`src/verilog/rx_fmt_pkg.sv`:
```
// Notes on behaviour
// Single-rail NRZ mode drives decoded receive data on the positive-rail pin.
// Single-rail decoded data changes only on the chosen recovered clock edge.
// Polarity bit 3 of second config register sets single-rail data level.
// Powered down, single-rail data floats or drives low per bit 6 of first.
// Dual-rail modes use the two shared pins as positive and negative data.
// Dual-rail NRZ puts undecoded NRZ rails out on the active clock edge.
// Dual-rail RZ puts undecoded RZ rails out on the active clock edge.
// Dual-rail sliced mode passes raw slicer rails straight to the pins.
// Differential input: positive tip pulse gives positive rail, else negative.
// Single-ended input: positive tip pulse positive rail, negative pulse negative.
// The same polarity bit 3 sets the level of both dual-rail outputs.
// Powered down, both dual-rail outputs float or drive low per bit 6.
// Single-rail NRZ mode uses the negative-rail pin as indication output.
// Bits 7 to 5 of second config register pick one of eight indications.
// Indication output changes only on the active recovered clock edge, except the recovered clock choice, which follows the clock.
// Indication output is always active high, ignoring the polarity bit.
// Powered down, indication output floats or drives low per bit 6.
// Bit 4 of second config register picks the recovered clock active edge.
// The encoding of the eight indication choices is a package constant.
// Framer samples outputs on the active edge, except in sliced mode.
package rx_fmt_pkg;

	localparam int NUM_CH = 17;
	localparam int ADDR_W = 7;
	localparam int DATA_W = 32;

	// Word offsets within a channel's group of four registers
	localparam logic [1:0] REG_CFG_FIRST  = 2'h0;
	localparam logic [1:0] REG_CFG_SECOND = 2'h1;
	localparam logic [1:0] REG_MODE       = 2'h2;
	localparam logic [1:0] REG_STATUS     = 2'h3;

	// First receive configuration register fields
	localparam int CF1_CLK_HIGH_BIT  = 7;
	localparam int CF1_FLOAT_BIT     = 6;
	localparam int CF1_POWERDOWN_BIT = 5;
	localparam logic [7:0] CF1_RESET = 8'h00;

	// Second receive configuration register fields
	localparam int CF2_IND_LSB  = 5;
	localparam int CF2_EDGE_BIT = 4;
	localparam int CF2_POL_BIT  = 3;
	localparam logic [7:0] CF2_RESET = 8'h00;

	// Status register fields
	localparam int ST_SYNC_BIT  = 0;
	localparam int ST_AIS_BIT   = 1;
	localparam int ST_EXZ_BIT   = 2;
	localparam int ST_BPV_BIT   = 3;
	localparam int ST_LOS_BIT   = 4;
	localparam int ST_PD_BIT    = 5;

	// Indication select encoding
	localparam logic [2:0] IND_PATTERN_SYNC = 3'h0;
	localparam logic [2:0] IND_ALARM        = 3'h1;
	localparam logic [2:0] IND_EXCESS_ZEROS = 3'h2;
	localparam logic [2:0] IND_BIPOLAR_VIOL = 3'h3;
	localparam logic [2:0] IND_EXZ_OR_BPV   = 3'h4;
	localparam logic [2:0] IND_LOSS_SIGNAL  = 3'h5;
	localparam logic [2:0] IND_REC_CLOCK    = 3'h6;
	localparam logic [2:0] IND_SLICED_XOR   = 3'h7;

	typedef enum logic [1:0] {
		MODE_SINGLE_NRZ,
		MODE_DUAL_NRZ,
		MODE_DUAL_RZ,
		MODE_DUAL_SLICED
	} rx_mode_e;

	// Per-channel signals from the line side, recovered clock domain
	typedef struct packed {
		logic rec_clk;
		logic decoded;
		logic pos_nrz;
		logic neg_nrz;
		logic pos_rz;
		logic neg_rz;
		logic pos_sliced;
		logic neg_sliced;
		logic test_pattern_sync;
		logic line_alarm_indication;
		logic line_excess_zeros;
		logic line_bipolar_violation;
		logic line_loss_of_signal;
	} rx_line_s;

	typedef struct packed {
		rx_mode_e   mode;
		logic [2:0] indication_select_field;
		logic       rx_clock_edge_sel;
		logic       rx_data_polarity_sel;
		logic       powered_down;
		logic       rx_powerdown_float_sel;
	} rx_cfg_s;

	// Two shared pins, each as level and output enable
	typedef struct packed {
		logic p;
		logic p_oe;
		logic n;
		logic n_oe;
	} rx_pins_s;

endpackage : rx_fmt_pkg

```
`src/verilog/rx_channel_formatter.sv`:
```
`timescale 1ns/1ps
module rx_channel_formatter
(
	// Clock and reset
	input  wire logic               clk,
	input  wire logic               reset_n,
	// Synchronised line-side signals
	input  rx_fmt_pkg::rx_line_s    line_sync,
	// Channel configuration
	input  rx_fmt_pkg::rx_cfg_s     cfg,
	// System-side pins
	output rx_fmt_pkg::rx_pins_s    pins
);

	logic       clk_prev_q;
	logic       active_edge;
	logic       ind_d;
	logic       pol;
	logic       p_q;
	logic       n_q;

	always_ff @(posedge clk or negedge reset_n)
	begin
		if (!reset_n)
			clk_prev_q <= 1'b0;
		else
			clk_prev_q <= line_sync.rec_clk;
	end

	// High selects the falling edge
	assign active_edge = cfg.rx_clock_edge_sel ?
		(clk_prev_q & ~line_sync.rec_clk) :
		(~clk_prev_q & line_sync.rec_clk);

	assign pol = cfg.rx_data_polarity_sel;

	always_comb
	begin
		case (cfg.indication_select_field) // see R14
			rx_fmt_pkg::IND_PATTERN_SYNC:
				ind_d = line_sync.test_pattern_sync;
			rx_fmt_pkg::IND_ALARM:
				ind_d = line_sync.line_alarm_indication;
			rx_fmt_pkg::IND_EXCESS_ZEROS:
				ind_d = line_sync.line_excess_zeros;
			rx_fmt_pkg::IND_BIPOLAR_VIOL:
				ind_d = line_sync.line_bipolar_violation;
			rx_fmt_pkg::IND_EXZ_OR_BPV:
				ind_d = line_sync.line_excess_zeros |
					line_sync.line_bipolar_violation;
			rx_fmt_pkg::IND_LOSS_SIGNAL:
				ind_d = line_sync.line_loss_of_signal;
			rx_fmt_pkg::IND_REC_CLOCK:
				ind_d = line_sync.rec_clk;
			rx_fmt_pkg::IND_SLICED_XOR:
				ind_d = line_sync.pos_sliced ^ line_sync.neg_sliced;
			default:
				ind_d = 1'b0;
		endcase
	end

	always_ff @(posedge clk or negedge reset_n)
	begin
		if (!reset_n)
		begin
			p_q <= 1'b0;
			n_q <= 1'b0;
		end
		else if (cfg.powered_down)
		begin
			p_q <= 1'b0; // see R4
			n_q <= 1'b0;
		end
		else
		begin
			case (cfg.mode)
				rx_fmt_pkg::MODE_SINGLE_NRZ:
				begin
					if (active_edge)
						p_q <= line_sync.decoded ^ pol; // see R1 see R2
					// Clock choice follows the clock, not its edge
					if (cfg.indication_select_field ==
						rx_fmt_pkg::IND_REC_CLOCK)
						n_q <= line_sync.rec_clk;
					else if (active_edge)
						n_q <= ind_d; // see R13 see R15
				end
				rx_fmt_pkg::MODE_DUAL_NRZ:
				begin
					if (active_edge)
					begin
						p_q <= line_sync.pos_nrz ^ pol; // see R5 see R6
						n_q <= line_sync.neg_nrz ^ pol; // see R6
					end
				end
				rx_fmt_pkg::MODE_DUAL_RZ:
				begin
					if (active_edge)
					begin
						p_q <= line_sync.pos_rz ^ pol; // see R7
						n_q <= line_sync.neg_rz ^ pol; // see R7
					end
				end
				rx_fmt_pkg::MODE_DUAL_SLICED:
				begin
					// Positive tip pulse is the positive rail
					p_q <= line_sync.pos_sliced ^ pol; // see R8 see R9
					n_q <= line_sync.neg_sliced ^ pol; // see R8 see R9
				end
				default:
				begin
					p_q <= 1'b0;
					n_q <= 1'b0;
				end
			endcase
		end
	end

	assign pins.p    = p_q;
	assign pins.n    = n_q;
	assign pins.p_oe = ~(cfg.powered_down & cfg.rx_powerdown_float_sel);
	assign pins.n_oe = ~(cfg.powered_down & cfg.rx_powerdown_float_sel);

endmodule : rx_channel_formatter

```
`src/verilog/rx_system_output_formatter.sv`:
```
`timescale 1ns/1ps
module rx_system_output_formatter
(
	// Clock and reset
	input  wire logic                                   clk,
	input  wire logic                                   reset_n,
	// Avalon-MM slave
	input  wire logic [rx_fmt_pkg::ADDR_W-1:0]          address,
	input  wire logic                                   read,
	input  wire logic                                   write,
	input  wire logic [3:0]                             byteenable,
	input  wire logic [rx_fmt_pkg::DATA_W-1:0]          writedata,
	output logic      [rx_fmt_pkg::DATA_W-1:0]          readdata,
	output logic                                        waitrequest,
	// Line-side signals, one struct per channel
	input  rx_fmt_pkg::rx_line_s [rx_fmt_pkg::NUM_CH-1:0] line_in,
	// System-side pins, one struct per channel
	output rx_fmt_pkg::rx_pins_s [rx_fmt_pkg::NUM_CH-1:0] pins_out
);

	localparam int CH_W = rx_fmt_pkg::ADDR_W - 2;

	rx_fmt_pkg::rx_line_s [rx_fmt_pkg::NUM_CH-1:0] line_meta_q;
	rx_fmt_pkg::rx_line_s [rx_fmt_pkg::NUM_CH-1:0] line_sync_q;
	rx_fmt_pkg::rx_cfg_s  [rx_fmt_pkg::NUM_CH-1:0] cfg;

	logic [7:0] cf1_q [rx_fmt_pkg::NUM_CH];
	logic [7:0] cf2_q [rx_fmt_pkg::NUM_CH];
	logic [1:0] mode_q [rx_fmt_pkg::NUM_CH];

	logic            ack_q;
	logic            req;
	logic [CH_W-1:0] ch_idx;
	logic [1:0]      reg_idx;
	logic            ch_ok;
	logic [7:0]      rd_d;
	logic [31:0]     readdata_q;

	// Bus handshake: one wait cycle per access
	assign req         = read | write;
	assign waitrequest = req & ~ack_q;
	assign ch_idx      = address[rx_fmt_pkg::ADDR_W-1:2];
	assign reg_idx     = address[1:0];
	assign ch_ok       = ({27'h0, ch_idx} < rx_fmt_pkg::NUM_CH);

	always_ff @(posedge clk or negedge reset_n)
	begin
		if (!reset_n)
			ack_q <= 1'b0;
		else
			ack_q <= req & ~ack_q;
	end

	// Configuration registers, written in the completing cycle
	always_ff @(posedge clk or negedge reset_n)
	begin
		if (!reset_n)
		begin
			for (int i = 0; i < rx_fmt_pkg::NUM_CH; i++)
			begin
				cf1_q[i]  <= rx_fmt_pkg::CF1_RESET;
				cf2_q[i]  <= rx_fmt_pkg::CF2_RESET;
				mode_q[i] <= 2'h0;
			end
		end
		else if (write && ack_q && ch_ok && byteenable[0])
		begin
			for (int i = 0; i < rx_fmt_pkg::NUM_CH; i++)
			begin
				if ({27'h0, ch_idx} == i)
				begin
					case (reg_idx)
						rx_fmt_pkg::REG_CFG_FIRST:
							cf1_q[i] <= writedata[7:0] & 8'hE0;
						rx_fmt_pkg::REG_CFG_SECOND:
							cf2_q[i] <= writedata[7:0] & 8'hF8;
						rx_fmt_pkg::REG_MODE:
							mode_q[i] <= writedata[1:0];
						default:
							;
					endcase
				end
			end
		end
	end

	// Read mux; unmapped addresses read zero
	always_comb
	begin
		rd_d = 8'h00;
		for (int i = 0; i < rx_fmt_pkg::NUM_CH; i++)
		begin
			if ({27'h0, ch_idx} == i)
			begin
				case (reg_idx)
					rx_fmt_pkg::REG_CFG_FIRST:
						rd_d = cf1_q[i];
					rx_fmt_pkg::REG_CFG_SECOND:
						rd_d = cf2_q[i];
					rx_fmt_pkg::REG_MODE:
						rd_d = {6'h00, mode_q[i]};
					rx_fmt_pkg::REG_STATUS:
					begin
						rd_d[rx_fmt_pkg::ST_SYNC_BIT] =
							line_sync_q[i].test_pattern_sync;
						rd_d[rx_fmt_pkg::ST_AIS_BIT] =
							line_sync_q[i].line_alarm_indication;
						rd_d[rx_fmt_pkg::ST_EXZ_BIT] =
							line_sync_q[i].line_excess_zeros;
						rd_d[rx_fmt_pkg::ST_BPV_BIT] =
							line_sync_q[i].line_bipolar_violation;
						rd_d[rx_fmt_pkg::ST_LOS_BIT] =
							line_sync_q[i].line_loss_of_signal;
						rd_d[rx_fmt_pkg::ST_PD_BIT] =
							cf1_q[i][rx_fmt_pkg::CF1_POWERDOWN_BIT];
					end
					default:
						rd_d = 8'h00;
				endcase
			end
		end
	end

	// Read data captured in the wait cycle, stable when waitrequest drops
	always_ff @(posedge clk or negedge reset_n)
	begin
		if (!reset_n)
			readdata_q <= 32'h0000_0000;
		else if (read && !ack_q)
			readdata_q <= {24'h000000, rd_d};
	end

	assign readdata = readdata_q;

	genvar g;
	generate
		for (g = 0; g < rx_fmt_pkg::NUM_CH; g++)
		begin : g_ch
			// Two-flop synchroniser for the recovered clock domain
			always_ff @(posedge clk or negedge reset_n)
			begin
				if (!reset_n)
				begin
					line_meta_q[g] <= '0;
					line_sync_q[g] <= '0;
				end
				else
				begin
					line_meta_q[g] <= line_in[g];
					line_sync_q[g] <= line_meta_q[g];
				end
			end

			assign cfg[g].mode = rx_fmt_pkg::rx_mode_e'(mode_q[g]);
			assign cfg[g].indication_select_field =
				cf2_q[g][rx_fmt_pkg::CF2_IND_LSB +: 3];
			assign cfg[g].rx_clock_edge_sel =
				cf2_q[g][rx_fmt_pkg::CF2_EDGE_BIT];
			assign cfg[g].rx_data_polarity_sel =
				cf2_q[g][rx_fmt_pkg::CF2_POL_BIT]; // see R3
			assign cfg[g].powered_down =
				cf1_q[g][rx_fmt_pkg::CF1_POWERDOWN_BIT];
			assign cfg[g].rx_powerdown_float_sel =
				cf1_q[g][rx_fmt_pkg::CF1_FLOAT_BIT]; // see R4 see R12

			rx_channel_formatter u_fmt
			(
				.clk       (clk),
				.reset_n   (reset_n),
				.line_sync (line_sync_q[g]),
				.cfg       (cfg[g]),
				.pins      (pins_out[g])
			);
		end
	endgenerate

endmodule : rx_system_output_formatter

```
`config.mk`:
```
export PLATFORM = sky130hd
export DESIGN_NAME = rx_system_output_formatter
export DESIGN_NICKNAME = d
export VERILOG_FILES = /design/src/verilog/rx_fmt_pkg.sv /design/src/verilog/rx_channel_formatter.sv /design/src/verilog/rx_system_output_formatter.sv
export SDC_FILE = /design/constraint.sdc
export NUM_CORES = 1
export LEC_CHECK = 0
export BUFFER_PORTS_ARGS = -buffer_cell sky130_fd_sc_hd__buf_2
export CORE_AREA = 4 4 215 217
export DETAILED_ROUTE_END_ITERATION = 10
export DIE_AREA = 0 0 219 221
export HOLD_SLACK_MARGIN = 0.03
export PLACE_DENSITY_LB_ADDON = 0.12
export REMOVE_ABC_BUFFERS = 1
export SYNTH_ARGS = -nofsm -noshare
export SYNTH_HDL_FRONTEND = slang
export SYNTH_HIERARCHICAL = 1
export SYNTH_SLANG_ARGS = --single-unit
```
`constraint.sdc`:
```
create_clock -name clk -period 5.8 [get_ports clk]
set_clock_uncertainty 0.05 [all_clocks]
set_input_delay 0.29 -clock clk [delete_from_list [all_inputs] [get_ports clk]]
set_output_delay 0.29 -clock clk [all_outputs]
set_load 0.02 [all_outputs]
```
==> results_dict.tcl <==
set metrics [dict create \
    ant_nets 0 \
    rsz0062_at_grt "no" \
    clock_latency_ns 0.61 \
    yosys_register_bits 672 \
    hold_viol_final 0 \
    drt_pass1_iterations 6 \
    synth.top_cells.by_area "dfrtp_1, mux2_2, mux2i_1" \
    instances_no_fill 3033 \
    path_delay_family "simple AND/OR/NAND/NOR gates" \
    synthFlopType "dfrtp_1" \
    fp-row-count 77 \
    critical_path_required_ns 6.24 \
    grt_pass1_wl_mm 119 \
    holdPathStages 4 \
    maxCapViolCount 0 \
    critPathKind "reg2reg" \
    final-seq-area_um2 16800 \
    wl_mm 78.5 \
    die_y_um 221 \
    grt_use_met2_pct 54.3 \
    drive_gt1_share_pct 28.6 \
    root_buffer "clkbuf_16" \
    yosysMostFrequentCell "dfrtp_1" \
    p_per_area_nw_per_um2 317 \
    routedWlPerCell_um 25.9 \
    start_util_pct 59.7 \
    syn_area_um2 26300 \
    overflow 0 \
    place_congestion 0.993 \
    clk_path_buf_depth 3 \
    grt_use_met3_pct 6.24 \
    leakage_nw 14.4 \
    cts_tree "yes" \
    clk_pin_slew_worst_paths_ns 0.07 \
    ys_async_sr_fraction_pct 100 \
    synthDominantCellAreaShare_pct 63.8 \
    h-tree-depth 3 \
    drc 0 \
    max_stage_delay_ns 0.68 \
    drt_iter0_markers 1956 \
    io_buffers 316 \
    grt_use_total_pct 32.8 \
    yosys.area.top_type "dfrtp_1" \
    synth-seq-area-share_pct 63.8 \
    hpwl_mm 50.5 \
    maxSlewViolCount 0 \
    pin_count 369 \
    yosysUniqueCellTypes 70 \
    arrival_ns 3.45 \
    syn_area_per_cell_um2 14.1 \
    hold_path_class "in2reg" \
    vias_per_cell 6.00 \
    synth-edff-count 0 \
    end_kind "register" \
    gr-usage-met1_pct 43.6 \
    worstMarginPinSlew_ns 1.05 \
    critPathBufInv 0 \
    ctsResizeCount 0 \
    grt_pass1_vias 19700 \
    vias 18200 \
    timing.final.crit_share_pct 51.8 \
    die_w_um 219 \
    cp_cell_sequence "nand3_1 > a21oi_1 > nand2_1 > nor2_1 > mux2_2" \
    yosys_warnings 6 \
    tns_ns 0 \
    antenna_found_initial 2 \
    cts_buffers 67 \
    syn_inst 1871 \
    crit_cells 5 \
    critPathLaunchType "register" \
    finalSetupViolCount 0 \
    syn2layout_area_growth_pct 23.9 \
    coreArea_um2 44100 \
    synthTopCellsByCount "dfrtp_1, mux2_2, nor2_1, mux2i_1, buf_4" \
    hold_buffers 224 \
    post_cts_buffers 0 \
    min_period_ns 3.01 \
    run_status "finished clean" \
    clock_sinks 672 \
    top_usage_layer "met2" \
    crit_slowest_cell "nand2_1" \
    peakVddDrop_mv 0.295 \
    r2r_cells 5 \
    dieArea_um2 48400 \
    relSlewSlack_pct 29.5 \
    max_freq_ghz 0.333 \
    grt_max_degree 140 \
    multi_input_area_um2 8660 \
    fill_cells 2771 \
    crit_fanout 15 \
    fin_nets 2662 \
    place_inst 2693 \
]
[cell usage in the layout (no fill, tap or decap), types with 18 or more instances in the layout]
cell and instances:
dfrtp_1 672, buf_2 314, dlygate4sd3_1 224, mux2_2 189
nor2_1 116, mux2i_1 92, nand2_1 76, xnor2_1 70
clkbuf_16 69, a21oi_1 63, inv_1 39, o221ai_1 37
mux4_2 35, a31oi_1 29, o2bb2ai_1 24, conb_1 24
o211ai_1 23, o22ai_1 21, a22oi_1 21, nand2b_1 20
a211oi_1 20, o31ai_1 18
[kinds of logic after synthesis]
logic type / after synthesis / synth area share [%]
muxes: 333 / 15.5
xor gates and xnor gates: 70 / 2.33
other: 1 / 0.0142
buffers and inverters: 165 / 3.63
and+or+nand+nor: 316 / 6.13
DFF: 672 / 63.8
AOI/OAI and AO/OA: 314 / 8.52
[worst paths after layout]
path,endpoint,slack (ns),start
worst min-delay path,readdata[5],0.23,read
max in group asynchronous,cfg[34],3.96,reset_n
worst max-delay path,cf1_q[118],2.79,ack_q
worst max register to register,cf1_q[118],2.79,ack_q
min in group asynchronous,line_meta_q[147],0.35,reset_n
worst min register to register,line_sync_q[17],0.29,line_meta_q[17]
[through the flow]
stage	setup slack, ns	area, um^2	total power [mW]	hold slack, ns	utilization, %
after floorplan	3.31	25600	5.40	-0.0556	-
after global placement	2.59	28100	5.82	0.283	63.8
after detailed placement	2.60	28100	5.84	0.285	63.8
after CTS	2.94	32600	10.4	0.192	73.9
after global routing	2.83	32600	10.7	0.242	74.0
final	2.79	32600	10.4	0.227	74.0
[sequential cells by signal, indices dropped and copies added (netlist names), 8 cells and up]
signal and count:
readdata 8, cfg 34, cf1_q 51, line_meta_q 221
g_ch.u_fmt/clk_prev_q 17, g_ch.u_fmt/p_q 17, g_ch.u_fmt/n_q 17, line_sync_q 221
cf2_q 85
[per-layer routing]
metal  share of wire (%)  up-vias
met2                  50      874
met5               0.017        -
li1                    -     7744
met4                 3.7        2
met3                 7.1      190
met1                  39     9375
[power breakdown]
group          internal (mW)  total, mW  switching [mW]  leakage [nW]
combinational          0.367      0.827           0.460          5.03
sequential              4.91       5.07           0.159          8.24
clock                   2.65       4.46            1.81          1.10
[final cells by class]
cell class                      count  share of cell area, %
Timing Repair Buffer              557                   12.3
Clock buffer                       96                   6.09
Sequential cell                   672                   51.5
Antenna cell                        1                0.00767
Clock inverter                     19                  0.821
Inverter                           39                  0.449
Multi-Input combinational cell   1057                   26.5
Tap cell                          592                   2.27
[tightest hold or removal path, delay by kind of cell]
family          cells  cell delay, ns
buf+inv             1            0.12
simple gates        1            0.21
compound gates      2            0.21
Note: power is estimated with default switching activity, not from simulation.
